`src/rtl/tbd_pkg.sv`:
```
// Shared constants of the touch baseline and state detector
package tbd_pkg;

  // ****************************************
  // Widths
  // ****************************************
  localparam int CNT_W = 16;
  localparam int DEB_W = 8;
  localparam int LBR_W = 8;
  localparam int SHF_W = 4;
  localparam int DLY_W = 2;
  localparam int NSH_W = 3;
  localparam int EV_W = 3;

  // ****************************************
  // Register byte offsets
  // ****************************************
  localparam logic [7:0] OFF_CTRL = 8'h00;
  localparam logic [7:0] OFF_THR = 8'h04;
  localparam logic [7:0] OFF_NOISE = 8'h08;
  localparam logic [7:0] OFF_DEB = 8'h0C;
  localparam logic [7:0] OFF_INACT = 8'h10;
  localparam logic [7:0] OFF_STATE = 8'h14;
  localparam logic [7:0] OFF_SENS = 8'h18;
  localparam logic [7:0] OFF_INT_STAT = 8'h1C;
  localparam logic [7:0] OFF_INT_EN = 8'h20;
  localparam logic [7:0] OFF_INT_CLR = 8'h24;

  // ****************************************
  // Field positions
  // ****************************************
  localparam int CTRL_AUTO = 0;
  localparam int CTRL_SHEN = 1;
  localparam int CTRL_INACT = 2;
  localparam int CTRL_DLY_LSB = 4;
  localparam int CTRL_NSH_LSB = 8;
  localparam int CTRL_SHF_LSB = 12;
  localparam int CTRL_SEL_LSB = 16;
  localparam int LO_LSB = 0;
  localparam int HI_LSB = 16;
  localparam int DEB_LSB = 0;
  localparam int LBR_LSB = 8;
  localparam int EV_ON = 0;
  localparam int EV_OFF = 1;
  localparam int EV_LBR = 2;

  // ****************************************
  // Reset values
  // ****************************************
  // Shift 2, one shield electrode, everything else off
  localparam logic [31:0] CTRL_RST = 32'h0000_2100;
  // Finger 80, hysteresis 10 (signal of 100 counts)
  localparam logic [31:0] THR_RST = 32'h000A_0050;
  // Noise 40, negative noise 40
  localparam logic [31:0] NOISE_RST = 32'h0028_0028;
  // Debounce 3, low baseline reset 30
  localparam logic [31:0] DEB_RST = 32'h0000_1E03;

endpackage : tbd_pkg

```
`src/rtl/tbd_cfg_if.sv`:
```
// Tuning settings shared by the top and its two decision units
`timescale 1ns/100ps
interface tbd_cfg_if #(
  parameter int CW = 16,
  parameter int DW = 8,
  parameter int LW = 8,
  parameter int SW = 4
);
  logic auto_rst;
  logic [CW-1:0] noise;
  logic [CW-1:0] neg_noise;
  logic [CW-1:0] finger;
  logic [CW-1:0] hyst;
  logic [DW-1:0] deb;
  logic [LW-1:0] lbr;
  logic [SW-1:0] shift;

  modport src (output auto_rst, noise, neg_noise, finger, hyst, deb, lbr,
                shift);
  modport dst (input auto_rst, noise, neg_noise, finger, hyst, deb, lbr,
               shift);
endinterface : tbd_cfg_if

```
`src/rtl/tbd_base_upd.sv`:
```
// Next baseline and low-scan count of one sensor
`timescale 1ns/100ps
module tbd_base_upd #(
  parameter int CW = 16,
  parameter int LW = 8
) (
  // Settings
  tbd_cfg_if.dst cfg,
  // Current sensor values
  input wire logic first_i,
  input wire logic [CW-1:0] raw_i,
  input wire logic [CW-1:0] base_i,
  input wire logic [LW-1:0] low_i,
  // Results
  output logic [CW-1:0] base_o,
  output logic [LW-1:0] low_o,
  output logic reset_o
);
  logic signed [CW+1:0] diff;
  logic signed [CW+1:0] step;
  logic [LW:0] low_inc;
  logic is_low;
  logic is_high;

  assign diff = $signed({2'b00, raw_i}) - $signed({2'b00, base_i});
  assign step = diff >>> cfg.shift;
  assign low_inc = {1'b0, low_i} + {{LW{1'b0}}, 1'b1};
  assign is_low = diff < -$signed({2'b00, cfg.neg_noise});
  assign is_high = diff > $signed({2'b00, cfg.noise});

  always_comb begin
    base_o = base_i;
    low_o = '0;
    reset_o = 1'b0;
    if (first_i) begin
      base_o = raw_i;
    end else if (is_low) begin
      if (low_inc >= {1'b0, cfg.lbr}) begin
        base_o = raw_i;
        reset_o = 1'b1;
      end else begin
        low_o = low_inc[LW-1:0];
      end
    end else if (!is_high || cfg.auto_rst) begin
      // First-order step toward the raw count
      base_o = CW'($signed({2'b00, base_i}) + step);
    end
  end
endmodule : tbd_base_upd

```
`src/rtl/tbd_top.sv`:
```
// Touch baseline tracking, state detection and shield control
// Contract
// - A raw count inside the noise band pulls the baseline toward it.
// - A raw count above baseline plus noise threshold leaves it unchanged.
// - A raw count below the negative band holds the baseline and is counted.
// - After the set number of low scans the baseline loads the raw count.
// - The signal is raw count minus baseline and drives the touch state.
// - A signal at or above finger plus hysteresis makes the ON condition.
// - A signal at or below finger minus hysteresis reports OFF.
// - Settings reset to debounce 3, low reset 30, noise bands at 40 pct.
// - Idle sensors go to shield or ground, globally or per sensor.
// - The shield drive takes a selectable delay to match the sensor.
// - One or several shield electrodes all carry the shield waveform.
// - ON is reported only after the debounce count of ON scans in a row.
// - With auto reset the baseline follows every scan above the low band.
//
// Chosen here: the Wishbone slave port and the address map.
`timescale 1ns/100ps
module tbd_top #(
  parameter int NUM_SENS = 4,
  parameter int CNT_W = tbd_pkg::CNT_W,
  parameter int NUM_SHIELD = 4
) (
  // Clock and reset
  input wire logic clk_i,
  input wire logic rst_i,
  // Wishbone slave
  input wire logic wb_cyc_i,
  input wire logic wb_stb_i,
  input wire logic wb_we_i,
  input wire logic [7:0] wb_adr_i,
  input wire logic [3:0] wb_sel_i,
  input wire logic [31:0] wb_dat_i,
  output logic [31:0] wb_dat_o,
  output logic wb_ack_o,
  // Scan results
  input wire logic raw_valid_i,
  input wire logic [$clog2(NUM_SENS)-1:0] raw_sensor_i,
  input wire logic [CNT_W-1:0] raw_count_i,
  // Shield and idle sensors
  input wire logic sense_drive_i,
  output logic shield_en_o,
  output logic [NUM_SHIELD-1:0] shield_o,
  output logic [NUM_SENS-1:0] inactive_shield_o,
  // Touch state and interrupt
  output logic [NUM_SENS-1:0] touch_o,
  output logic irq_o
);
  localparam int IW = $clog2(NUM_SENS);
  localparam int DW = tbd_pkg::DEB_W;
  localparam int LW = tbd_pkg::LBR_W;
  localparam int SW = tbd_pkg::SHF_W;
  localparam int TAPS = 1 << tbd_pkg::DLY_W;

  typedef struct packed {
    logic [NUM_SENS-1:0][CNT_W-1:0] base;
    logic [NUM_SENS-1:0][CNT_W+1:0] sig;
    logic [NUM_SENS-1:0][LW-1:0] low_cnt;
    logic [NUM_SENS-1:0][DW-1:0] deb_cnt;
    logic [NUM_SENS-1:0] init;
    logic [NUM_SENS-1:0] on;
    logic [31:0] ctrl;
    logic [31:0] thr;
    logic [31:0] noise;
    logic [31:0] deb;
    logic [31:0] inact_reg;
    logic [tbd_pkg::EV_W-1:0] ist;
    logic [tbd_pkg::EV_W-1:0] ien;
    logic ack;
    logic [31:0] rdat;
    logic [TAPS-1:0] dly;
    logic [NUM_SHIELD-1:0] shield;
    logic [NUM_SENS-1:0] inact;
  } tbd_state_s;

  tbd_state_s st;
  tbd_state_s next_st;

  // ****************************************
  // Settings and decision units
  // ****************************************
  tbd_cfg_if #(.CW(CNT_W), .DW(DW), .LW(LW), .SW(SW)) cfg ();

  assign cfg.auto_rst = st.ctrl[tbd_pkg::CTRL_AUTO];
  assign cfg.shift = st.ctrl[tbd_pkg::CTRL_SHF_LSB +: SW];
  assign cfg.finger = st.thr[tbd_pkg::LO_LSB +: CNT_W];
  assign cfg.hyst = st.thr[tbd_pkg::HI_LSB +: CNT_W];
  assign cfg.noise = st.noise[tbd_pkg::LO_LSB +: CNT_W];
  assign cfg.neg_noise = st.noise[tbd_pkg::HI_LSB +: CNT_W];
  assign cfg.deb = st.deb[tbd_pkg::DEB_LSB +: DW];
  assign cfg.lbr = st.deb[tbd_pkg::LBR_LSB +: LW];

  logic [IW-1:0] idx;
  logic idx_ok;
  logic first;
  logic [CNT_W-1:0] base_eff;
  logic signed [CNT_W+1:0] sig;
  logic [CNT_W-1:0] bu_base;
  logic [LW-1:0] bu_low;
  logic bu_rst;
  logic td_on;
  logic [DW-1:0] td_cnt;

  assign idx = raw_sensor_i;
  assign idx_ok = {1'b0, raw_sensor_i} < (IW+1)'(NUM_SENS);
  assign first = !st.init[idx];
  assign base_eff = first ? raw_count_i : st.base[idx];
  // Signal seen by the state decision
  assign sig = $signed({2'b00, raw_count_i}) - $signed({2'b00, base_eff});

  tbd_base_upd #(.CW(CNT_W), .LW(LW)) u_base (
    .cfg(cfg.dst),
    .first_i(first),
    .raw_i(raw_count_i),
    .base_i(st.base[idx]),
    .low_i(st.low_cnt[idx]),
    .base_o(bu_base),
    .low_o(bu_low),
    .reset_o(bu_rst)
  );

  tbd_touch_dec #(.CW(CNT_W), .DW(DW)) u_touch (
    .cfg(cfg.dst),
    .sig_i(sig),
    .on_i(st.on[idx]),
    .cnt_i(st.deb_cnt[idx]),
    .on_o(td_on),
    .cnt_o(td_cnt)
  );

  // ****************************************
  // Shield drive and idle sensor routing
  // ****************************************
  logic tap;
  logic [tbd_pkg::NSH_W-1:0] nsh;
  logic [NUM_SHIELD-1:0] shield_w;
  logic [NUM_SENS-1:0] inact_w;

  // Delay of the shield against the sense drive
  assign tap = st.dly[st.ctrl[tbd_pkg::CTRL_DLY_LSB +: tbd_pkg::DLY_W]];
  assign nsh = st.ctrl[tbd_pkg::CTRL_NSH_LSB +: tbd_pkg::NSH_W];

  for (genvar i = 0; i < NUM_SHIELD; i++) begin : g_shield
    assign shield_w[i] = st.ctrl[tbd_pkg::CTRL_SHEN] & tap &
                         (i < int'(nsh));
  end

  for (genvar i = 0; i < NUM_SENS; i++) begin : g_inact
    assign inact_w[i] = st.inact_reg[i] ? st.inact_reg[16 + i] :
                        st.ctrl[tbd_pkg::CTRL_INACT];
  end

  // ****************************************
  // Register access
  // ****************************************
  function automatic logic [31:0] be_merge(input logic [31:0] old,
                                           input logic [31:0] nw,
                                           input logic [3:0] sel);
    logic [31:0] res;
    res = old;
    for (int b = 0; b < 4; b++) begin
      if (sel[b]) begin
        res[8*b +: 8] = nw[8*b +: 8];
      end
    end
    return res;
  endfunction : be_merge

  logic req;
  logic [7:0] adr;
  logic [IW-1:0] rsel;

  assign req = wb_cyc_i & wb_stb_i & ~st.ack;
  assign adr = {wb_adr_i[7:2], 2'b00};
  assign rsel = st.ctrl[tbd_pkg::CTRL_SEL_LSB +: IW];

  // ****************************************
  // Next state
  // ****************************************
  always_comb begin
    logic [tbd_pkg::EV_W-1:0] ev;
    logic [tbd_pkg::EV_W-1:0] clr;
    ev = '0;
    clr = '0;
    next_st = st;
    next_st.ack = 1'b0;
    next_st.dly = {st.dly[TAPS-2:0], sense_drive_i};
    next_st.shield = shield_w;
    next_st.inact = inact_w;
    if (raw_valid_i && idx_ok) begin
      next_st.init[idx] = 1'b1;
      next_st.base[idx] = bu_base;
      next_st.low_cnt[idx] = bu_low;
      next_st.deb_cnt[idx] = td_cnt;
      next_st.on[idx] = td_on;
      next_st.sig[idx] = sig;
      ev[tbd_pkg::EV_ON] = td_on & ~st.on[idx];
      ev[tbd_pkg::EV_OFF] = ~td_on & st.on[idx];
      ev[tbd_pkg::EV_LBR] = bu_rst;
    end
    if (req) begin
      next_st.ack = 1'b1;
      case (adr)
        tbd_pkg::OFF_CTRL: next_st.rdat = st.ctrl;
        tbd_pkg::OFF_THR: next_st.rdat = st.thr;
        tbd_pkg::OFF_NOISE: next_st.rdat = st.noise;
        tbd_pkg::OFF_DEB: next_st.rdat = st.deb;
        tbd_pkg::OFF_INACT: next_st.rdat = st.inact_reg;
        tbd_pkg::OFF_STATE: next_st.rdat = 32'(st.on);
        tbd_pkg::OFF_SENS: begin
          next_st.rdat = {st.sig[rsel][15:0], st.base[rsel][15:0]};
        end
        tbd_pkg::OFF_INT_STAT: next_st.rdat = 32'(st.ist);
        tbd_pkg::OFF_INT_EN: next_st.rdat = 32'(st.ien);
        default: next_st.rdat = 32'h0000_0000;
      endcase
      if (wb_we_i) begin
        case (adr)
          tbd_pkg::OFF_CTRL: begin
            next_st.ctrl = be_merge(st.ctrl, wb_dat_i, wb_sel_i);
          end
          tbd_pkg::OFF_THR: begin
            next_st.thr = be_merge(st.thr, wb_dat_i, wb_sel_i);
          end
          tbd_pkg::OFF_NOISE: begin
            next_st.noise = be_merge(st.noise, wb_dat_i, wb_sel_i);
          end
          tbd_pkg::OFF_DEB: begin
            next_st.deb = be_merge(st.deb, wb_dat_i, wb_sel_i);
          end
          tbd_pkg::OFF_INACT: begin
            next_st.inact_reg = be_merge(st.inact_reg, wb_dat_i, wb_sel_i);
          end
          tbd_pkg::OFF_INT_EN: begin
            if (wb_sel_i[0]) begin
              next_st.ien = wb_dat_i[tbd_pkg::EV_W-1:0];
            end
          end
          tbd_pkg::OFF_INT_CLR: begin
            clr = wb_dat_i[tbd_pkg::EV_W-1:0] & {tbd_pkg::EV_W{wb_sel_i[0]}};
          end
          default: begin
          end
        endcase
      end
    end
    // A new event wins over a clear in the same cycle
    next_st.ist = (st.ist & ~clr) | ev;
  end

  always_ff @(posedge clk_i) begin
    if (rst_i) begin
      st <= '0;
      st.ctrl <= tbd_pkg::CTRL_RST;
      st.thr <= tbd_pkg::THR_RST;
      st.noise <= tbd_pkg::NOISE_RST;
      st.deb <= tbd_pkg::DEB_RST;
    end else begin
      st <= next_st;
    end
  end

  assign wb_ack_o = st.ack;
  assign wb_dat_o = st.rdat;
  assign touch_o = st.on;
  assign shield_o = st.shield;
  assign shield_en_o = st.ctrl[tbd_pkg::CTRL_SHEN];
  assign inactive_shield_o = st.inact;
  assign irq_o = |(st.ist & st.ien);

  // ****************************************
  // Assertions
  // ****************************************
  logic scan_ok;
  logic low_c;
  logic high_c;
  logic on_c;
  logic off_c;
  logic lbr_hit;
  logic deb_hit;
  logic [CNT_W-1:0] exp_base;
  logic h_v;
  logic [IW-1:0] h_idx;
  logic [CNT_W-1:0] h_base;
  logic [CNT_W-1:0] h_raw;
  logic [CNT_W-1:0] h_exp;
  logic [LW-1:0] h_low;
  logic h_on;

  assign scan_ok = raw_valid_i && idx_ok && !first;
  assign low_c = sig < -$signed({2'b00, cfg.neg_noise});
  assign high_c = sig > $signed({2'b00, cfg.noise});
  assign on_c = sig >= $signed({2'b00, cfg.finger}) +
                $signed({2'b00, cfg.hyst});
  assign off_c = sig <= $signed({2'b00, cfg.finger}) -
                 $signed({2'b00, cfg.hyst});
  assign lbr_hit = ({1'b0, st.low_cnt[idx]} + 9'h001) >= {1'b0, cfg.lbr};
  assign deb_hit = ({1'b0, st.deb_cnt[idx]} + 9'h001) >= {1'b0, cfg.deb};
  assign exp_base = CNT_W'($signed({2'b00, base_eff}) + (sig >>> cfg.shift));

  always_ff @(posedge clk_i) begin
    h_v <= raw_valid_i && idx_ok;
    h_idx <= idx;
    h_base <= base_eff;
    h_raw <= raw_count_i;
    h_exp <= exp_base;
    h_low <= st.low_cnt[idx];
    h_on <= st.on[idx];
  end
endmodule : tbd_top

```
`src/rtl/tbd_touch_dec.sv`:
```
// ON/OFF decision with hysteresis and debounce for one sensor
`timescale 1ns/100ps
module tbd_touch_dec #(
  parameter int CW = 16,
  parameter int DW = 8
) (
  // Settings
  tbd_cfg_if.dst cfg,
  // Current sensor values
  input wire logic signed [CW+1:0] sig_i,
  input wire logic on_i,
  input wire logic [DW-1:0] cnt_i,
  // Results
  output logic on_o,
  output logic [DW-1:0] cnt_o
);
  logic signed [CW+1:0] on_lim;
  logic signed [CW+1:0] off_lim;
  logic [DW:0] cnt_inc;

  assign on_lim = $signed({2'b00, cfg.finger}) + $signed({2'b00, cfg.hyst});
  assign off_lim = $signed({2'b00, cfg.finger}) - $signed({2'b00, cfg.hyst});
  assign cnt_inc = {1'b0, cnt_i} + {{DW{1'b0}}, 1'b1};

  always_comb begin
    on_o = on_i;
    cnt_o = '0;
    if (sig_i >= on_lim) begin
      cnt_o = cnt_inc[DW] ? cnt_i : cnt_inc[DW-1:0];
      if (cnt_inc >= {1'b0, cfg.deb}) begin
        on_o = 1'b1;
      end
    end else if (sig_i <= off_lim) begin
      on_o = 1'b0;
    end
  end
endmodule : tbd_touch_dec

```
`config.mk`:
```
export PLATFORM = sky130hd
export DESIGN_NAME = tbd_top
export DESIGN_NICKNAME = d
export VERILOG_FILES = /design/src/rtl/tbd_pkg.sv /design/src/rtl/tbd_cfg_if.sv /design/src/rtl/tbd_base_upd.sv /design/src/rtl/tbd_top.sv /design/src/rtl/tbd_touch_dec.sv
export SDC_FILE = /design/constraint.sdc
export NUM_CORES = 1
export LEC_CHECK = 0
export BUFFER_PORTS_ARGS = -buffer_cell sky130_fd_sc_hd__buf_2
export CAP_MARGIN = 20
export CORE_MARGIN = 5
export CORE_UTILIZATION = 49
export CTS_CLUSTER_DIAMETER = 80
export DETAILED_ROUTE_END_ITERATION = 12
export GPL_TIMING_DRIVEN = 0
export HOLD_SLACK_MARGIN = 0.15
export PLACE_DENSITY = 0.77
export SYNTH_ARGS = -nofsm -noshare
export SYNTH_HDL_FRONTEND = slang
export SYNTH_SLANG_ARGS = --single-unit
```
`constraint.sdc`:
```
create_clock -name clk_i -period 9.4 [get_ports clk_i]
set_input_delay 1.41 -clock clk_i [delete_from_list [all_inputs] [get_ports clk_i]]
set_output_delay 1.41 -clock clk_i [all_outputs]
set_load 0.005 [all_outputs]
```
==> results by group <==
Pwr
  • Reg power frac: 39.7%
  • Worst IR Drop VDD: 0.000132 V
  • Sw Pwr: 1370 µW
  • Final Total Pwr: 4520 µW
  • Power share of the clock group: 40.8%
  • Internal: 3150 µW
  • Pwr Density: 162 nW/µm²
  • Comb pwr share: 19.5%
  • Net Sw Frac: 30.3%
  • Leak pwr: 0.0106 µW

Synth
  • Netlist cell types: 78
  • Synthesized instance count: 3,034
  • Synth warn: 0
  • Post-Syn Area per Cell: 8.21 µm²
  • Mapped cell area: 24,900 µm²
  • Post-synthesis sequential area ratio: 33.0%
  • Net count after synthesis: 3,266
  • Async SR Flop Fraction: 0%
  • Number of synthesized flops with an enable pin: 0
  • Synthesized flop and latch total: 411
  • Primary FF master, synth: dfxtp_1

Clock tree
  • CTS tree: built
  • CTS buffer count: 45
  • CTS Buffer Depth: 3
  • H-tree Lvls: 2
  • Worst-skew pair later-pin latency: 590 ps
  • Clock sinks: 411
  • CTS root buf: clkbuf_16
  • Clock slew at reported path FFs: 60 ps

Setup path
  • CP Class: input pin to register
  • Arrival time worst endpoint: 9510 ps
  • Worst setup SP type: input pin
  • Crit end category: register
  • Critical-path maximum fanout: 19
  • Worst EP required: 9900 ps

Run
  • MaxCap Viol Count: 0

GRT
  • Total global routing overflow: 0
  • Largest net degree at the start of global routing: 20
  • First-pass GRT wire length: 137,000 µm
  • Vias in the first global route: 22,200
  • All-Layer GR Usage: 31.3%
  • Initial antenna violation count: 6

Die
  • Die width: 235 µm
  • IO Pins: 116
  • Core area: 50,200 µm²
  • Y dimension of the die: 235 µm
  • Starting Density: 49.6%
  • Die area: 55,400 µm²
  • # rows: 82

Detailed routing
  • Drt wl/cell: 23.5 µm
  • Via density: 6.30
  • Vias: 24,600
  • Pre-antenna DRT Iters: 6
  • # DRC: 0
  • Post-route ant nets: 0
  • 1st-iter DRT viols: 3,294
  • DRT Wirelength: 91,700 µm

Placed design
  • Place WS: -1600 ps
  • I/O Buffers: 109
  • Placer Congestion: 1.01
  • DP Wirelength: 70,200 µm

STA
  • Minimum clock period: 9020 ps
  • Final Setup Violations: 0
  • Fin worst setup slack: 384 ps
  • Peak Freq: 111 MHz
  • Slew margin rel.: 16.4%
  • Worst slew pin tran: 1240 ps
  • Fin. Hold Viols: 0
  • Hold WS: 453 ps
  • Slew Limit Fails: 0
  • Final period util: 95.9%
  • Final Skew: 28.8 ps
  • Unrepaired setup endpoints after global routing: false

Status
  • Status: finished, final reports clean

Finish
  • Post-layout nets: 3,425
  • Layout cells sized above 1: 11.2%
  • Area delta synth->final: 12.1%

Worst hold path
  • Worst hold path class: register to register
-- layout make-up --
type	instances	area, µm²
clock inverter	21	256
timing repair buffer	114	584
tap	672	841
inverter	115	432
fill	4600	22300
buffer	241	1120
sequential	411	8230
clock buffer	59	1280
antenna	4	10.0
multi-input combinational	2265	15200
-- power groups by stage --
stage | Clock (µW) | Sequential (µW) | Combinational (µW)
final | 1840 | 1800 | 882
after global routing | 1920 | 1800 | 939
after CTS | 1840 | 1790 | 850
after detailed placement | 0 | 1830 | 841
after global placement | 0 | 1830 | 829
after floorplan | 0 | 1820 | 554
-- cell usage in the layout (no fill, tap or decap), types with 113 or more instances in the layout --
master / count
nand2_1: 473
dfxtp_1: 411
a21oi_1: 318
nor2_1: 230
clkbuf_1: 175
nand3_1: 162
ha_1: 158
a22oi_1: 121
inv_1: 113
buf_2: 113
-- worst max-delay path: stages --
cell	delay [ps]
clkbuf_1	310
buf_4	370
buf_2	360
mux4_2	430
inv_1	110
ha_1	260
a21o_1	200
or3_1	360
o21ai_0	250
a21boi_0	190
or4_1	520
and2_1	190
clkbuf_1	210
mux2_2	360
a21bo_2	210
mux2_2	260
mux2_2	310
ha_1	350
o21a_1	210
a2111oi_1	490
o21ai_0	270
a31oi_2	290
a31oi_1	190
and4_1	230
a311oi_1	310
mux2i_1	230
nand3_1	270
o31ai_1	330
-- sequential cells by signal (all words and copies together) (netlist names), 2 cells and up --
register,flops
cfg.finger,16
inactive_shield_o,4
cfg.lbr,8
wb_dat_o,32
cfg.deb,8
cfg.shift,4
rsel,2
touch_o,4
cfg.neg_noise,16
next_st,3
cfg.hyst,16
cfg.noise,16
shield_o,4
st,272
nsh,3
-- through the flow --
stage                     std cells  TNS (ps)  utilization, %  instance area (µm²)
after floorplan                3034         0               -                24900
after global placement         3815    -73210            52.4                26300
after detailed placement       3818    -65400            52.4                26300
after CTS                      3896         0            55.5                27900
after global routing           3898         0            55.6                27900
final                          3902         0            55.6                27900
-- layer usage --
layer  wire, µm  GRT usage, %
met4       6030          16.9
met3      11400          7.24
met5         34             0
met1      35800          42.7
met2      38400          46.1
-- cells in the mapped netlist (18+ instances only) --
cell / n / area (µm²)
mux4_2: 80 / 1800
a22oi_1: 121 / 908
buf_4: 44 / 330
ha_1: 158 / 1980
inv_1: 113 / 424
a21o_1: 33 / 248
nand3b_1: 81 / 608
and2_1: 24 / 150
xor2_1: 32 / 280
buf_1: 18 / 67.6
nor2b_1: 24 / 150
nor3_1: 27 / 135
clkbuf_1: 174 / 653
nand3_1: 162 / 811
a21oi_1: 318 / 1590
mux2i_1: 31 / 310
o31ai_1: 19 / 143
nand2_1: 473 / 1780
nand2b_1: 25 / 156
nor2_1: 230 / 863
a211oi_1: 33 / 248
dfxtp_1: 411 / 8230
o21a_1: 33 / 248
o21ai_0: 97 / 485
xnor2_1: 56 / 490
-- worst paths after layout --
path / startpoint / end / slack [ps] / cells past startpoint
setup / recovery: raw_sensor_i[1] / st[386] / 380 / 28
setup reg to reg: st[407] / st[386] / 1830 / 25
hold reg to reg: st[309] / st[309] / 450 / 2
hold / removal: st[309] / st[309] / 450 / 2
-- repair_timing --
item,4_1_cts,5_1_grt
gates resized for setup,8,12
hold buffers,0,0
pin swaps,0,1
setup buffers,0,0
endpoints found under the setup margin,60,8
gates cloned,0,0
-- cells by family (layout without fill, tap and decap cells) --
family                     after synthesis  after routing  share of synthesized area (%)
adders and majority gates              165            165                           8.43
xor gates and xnor gates                88             88                           3.10
DFF                                    411            411                           33.0
and+or+nand+nor                       1119           1119                           20.7
muxes                                  119            119                           8.84
AOI/OAI and AO/OA                      774            774                           19.7
other                                    0              4                              0
buffers and inverters                  358            550                           6.17
(Power assumes the default switching activity.)
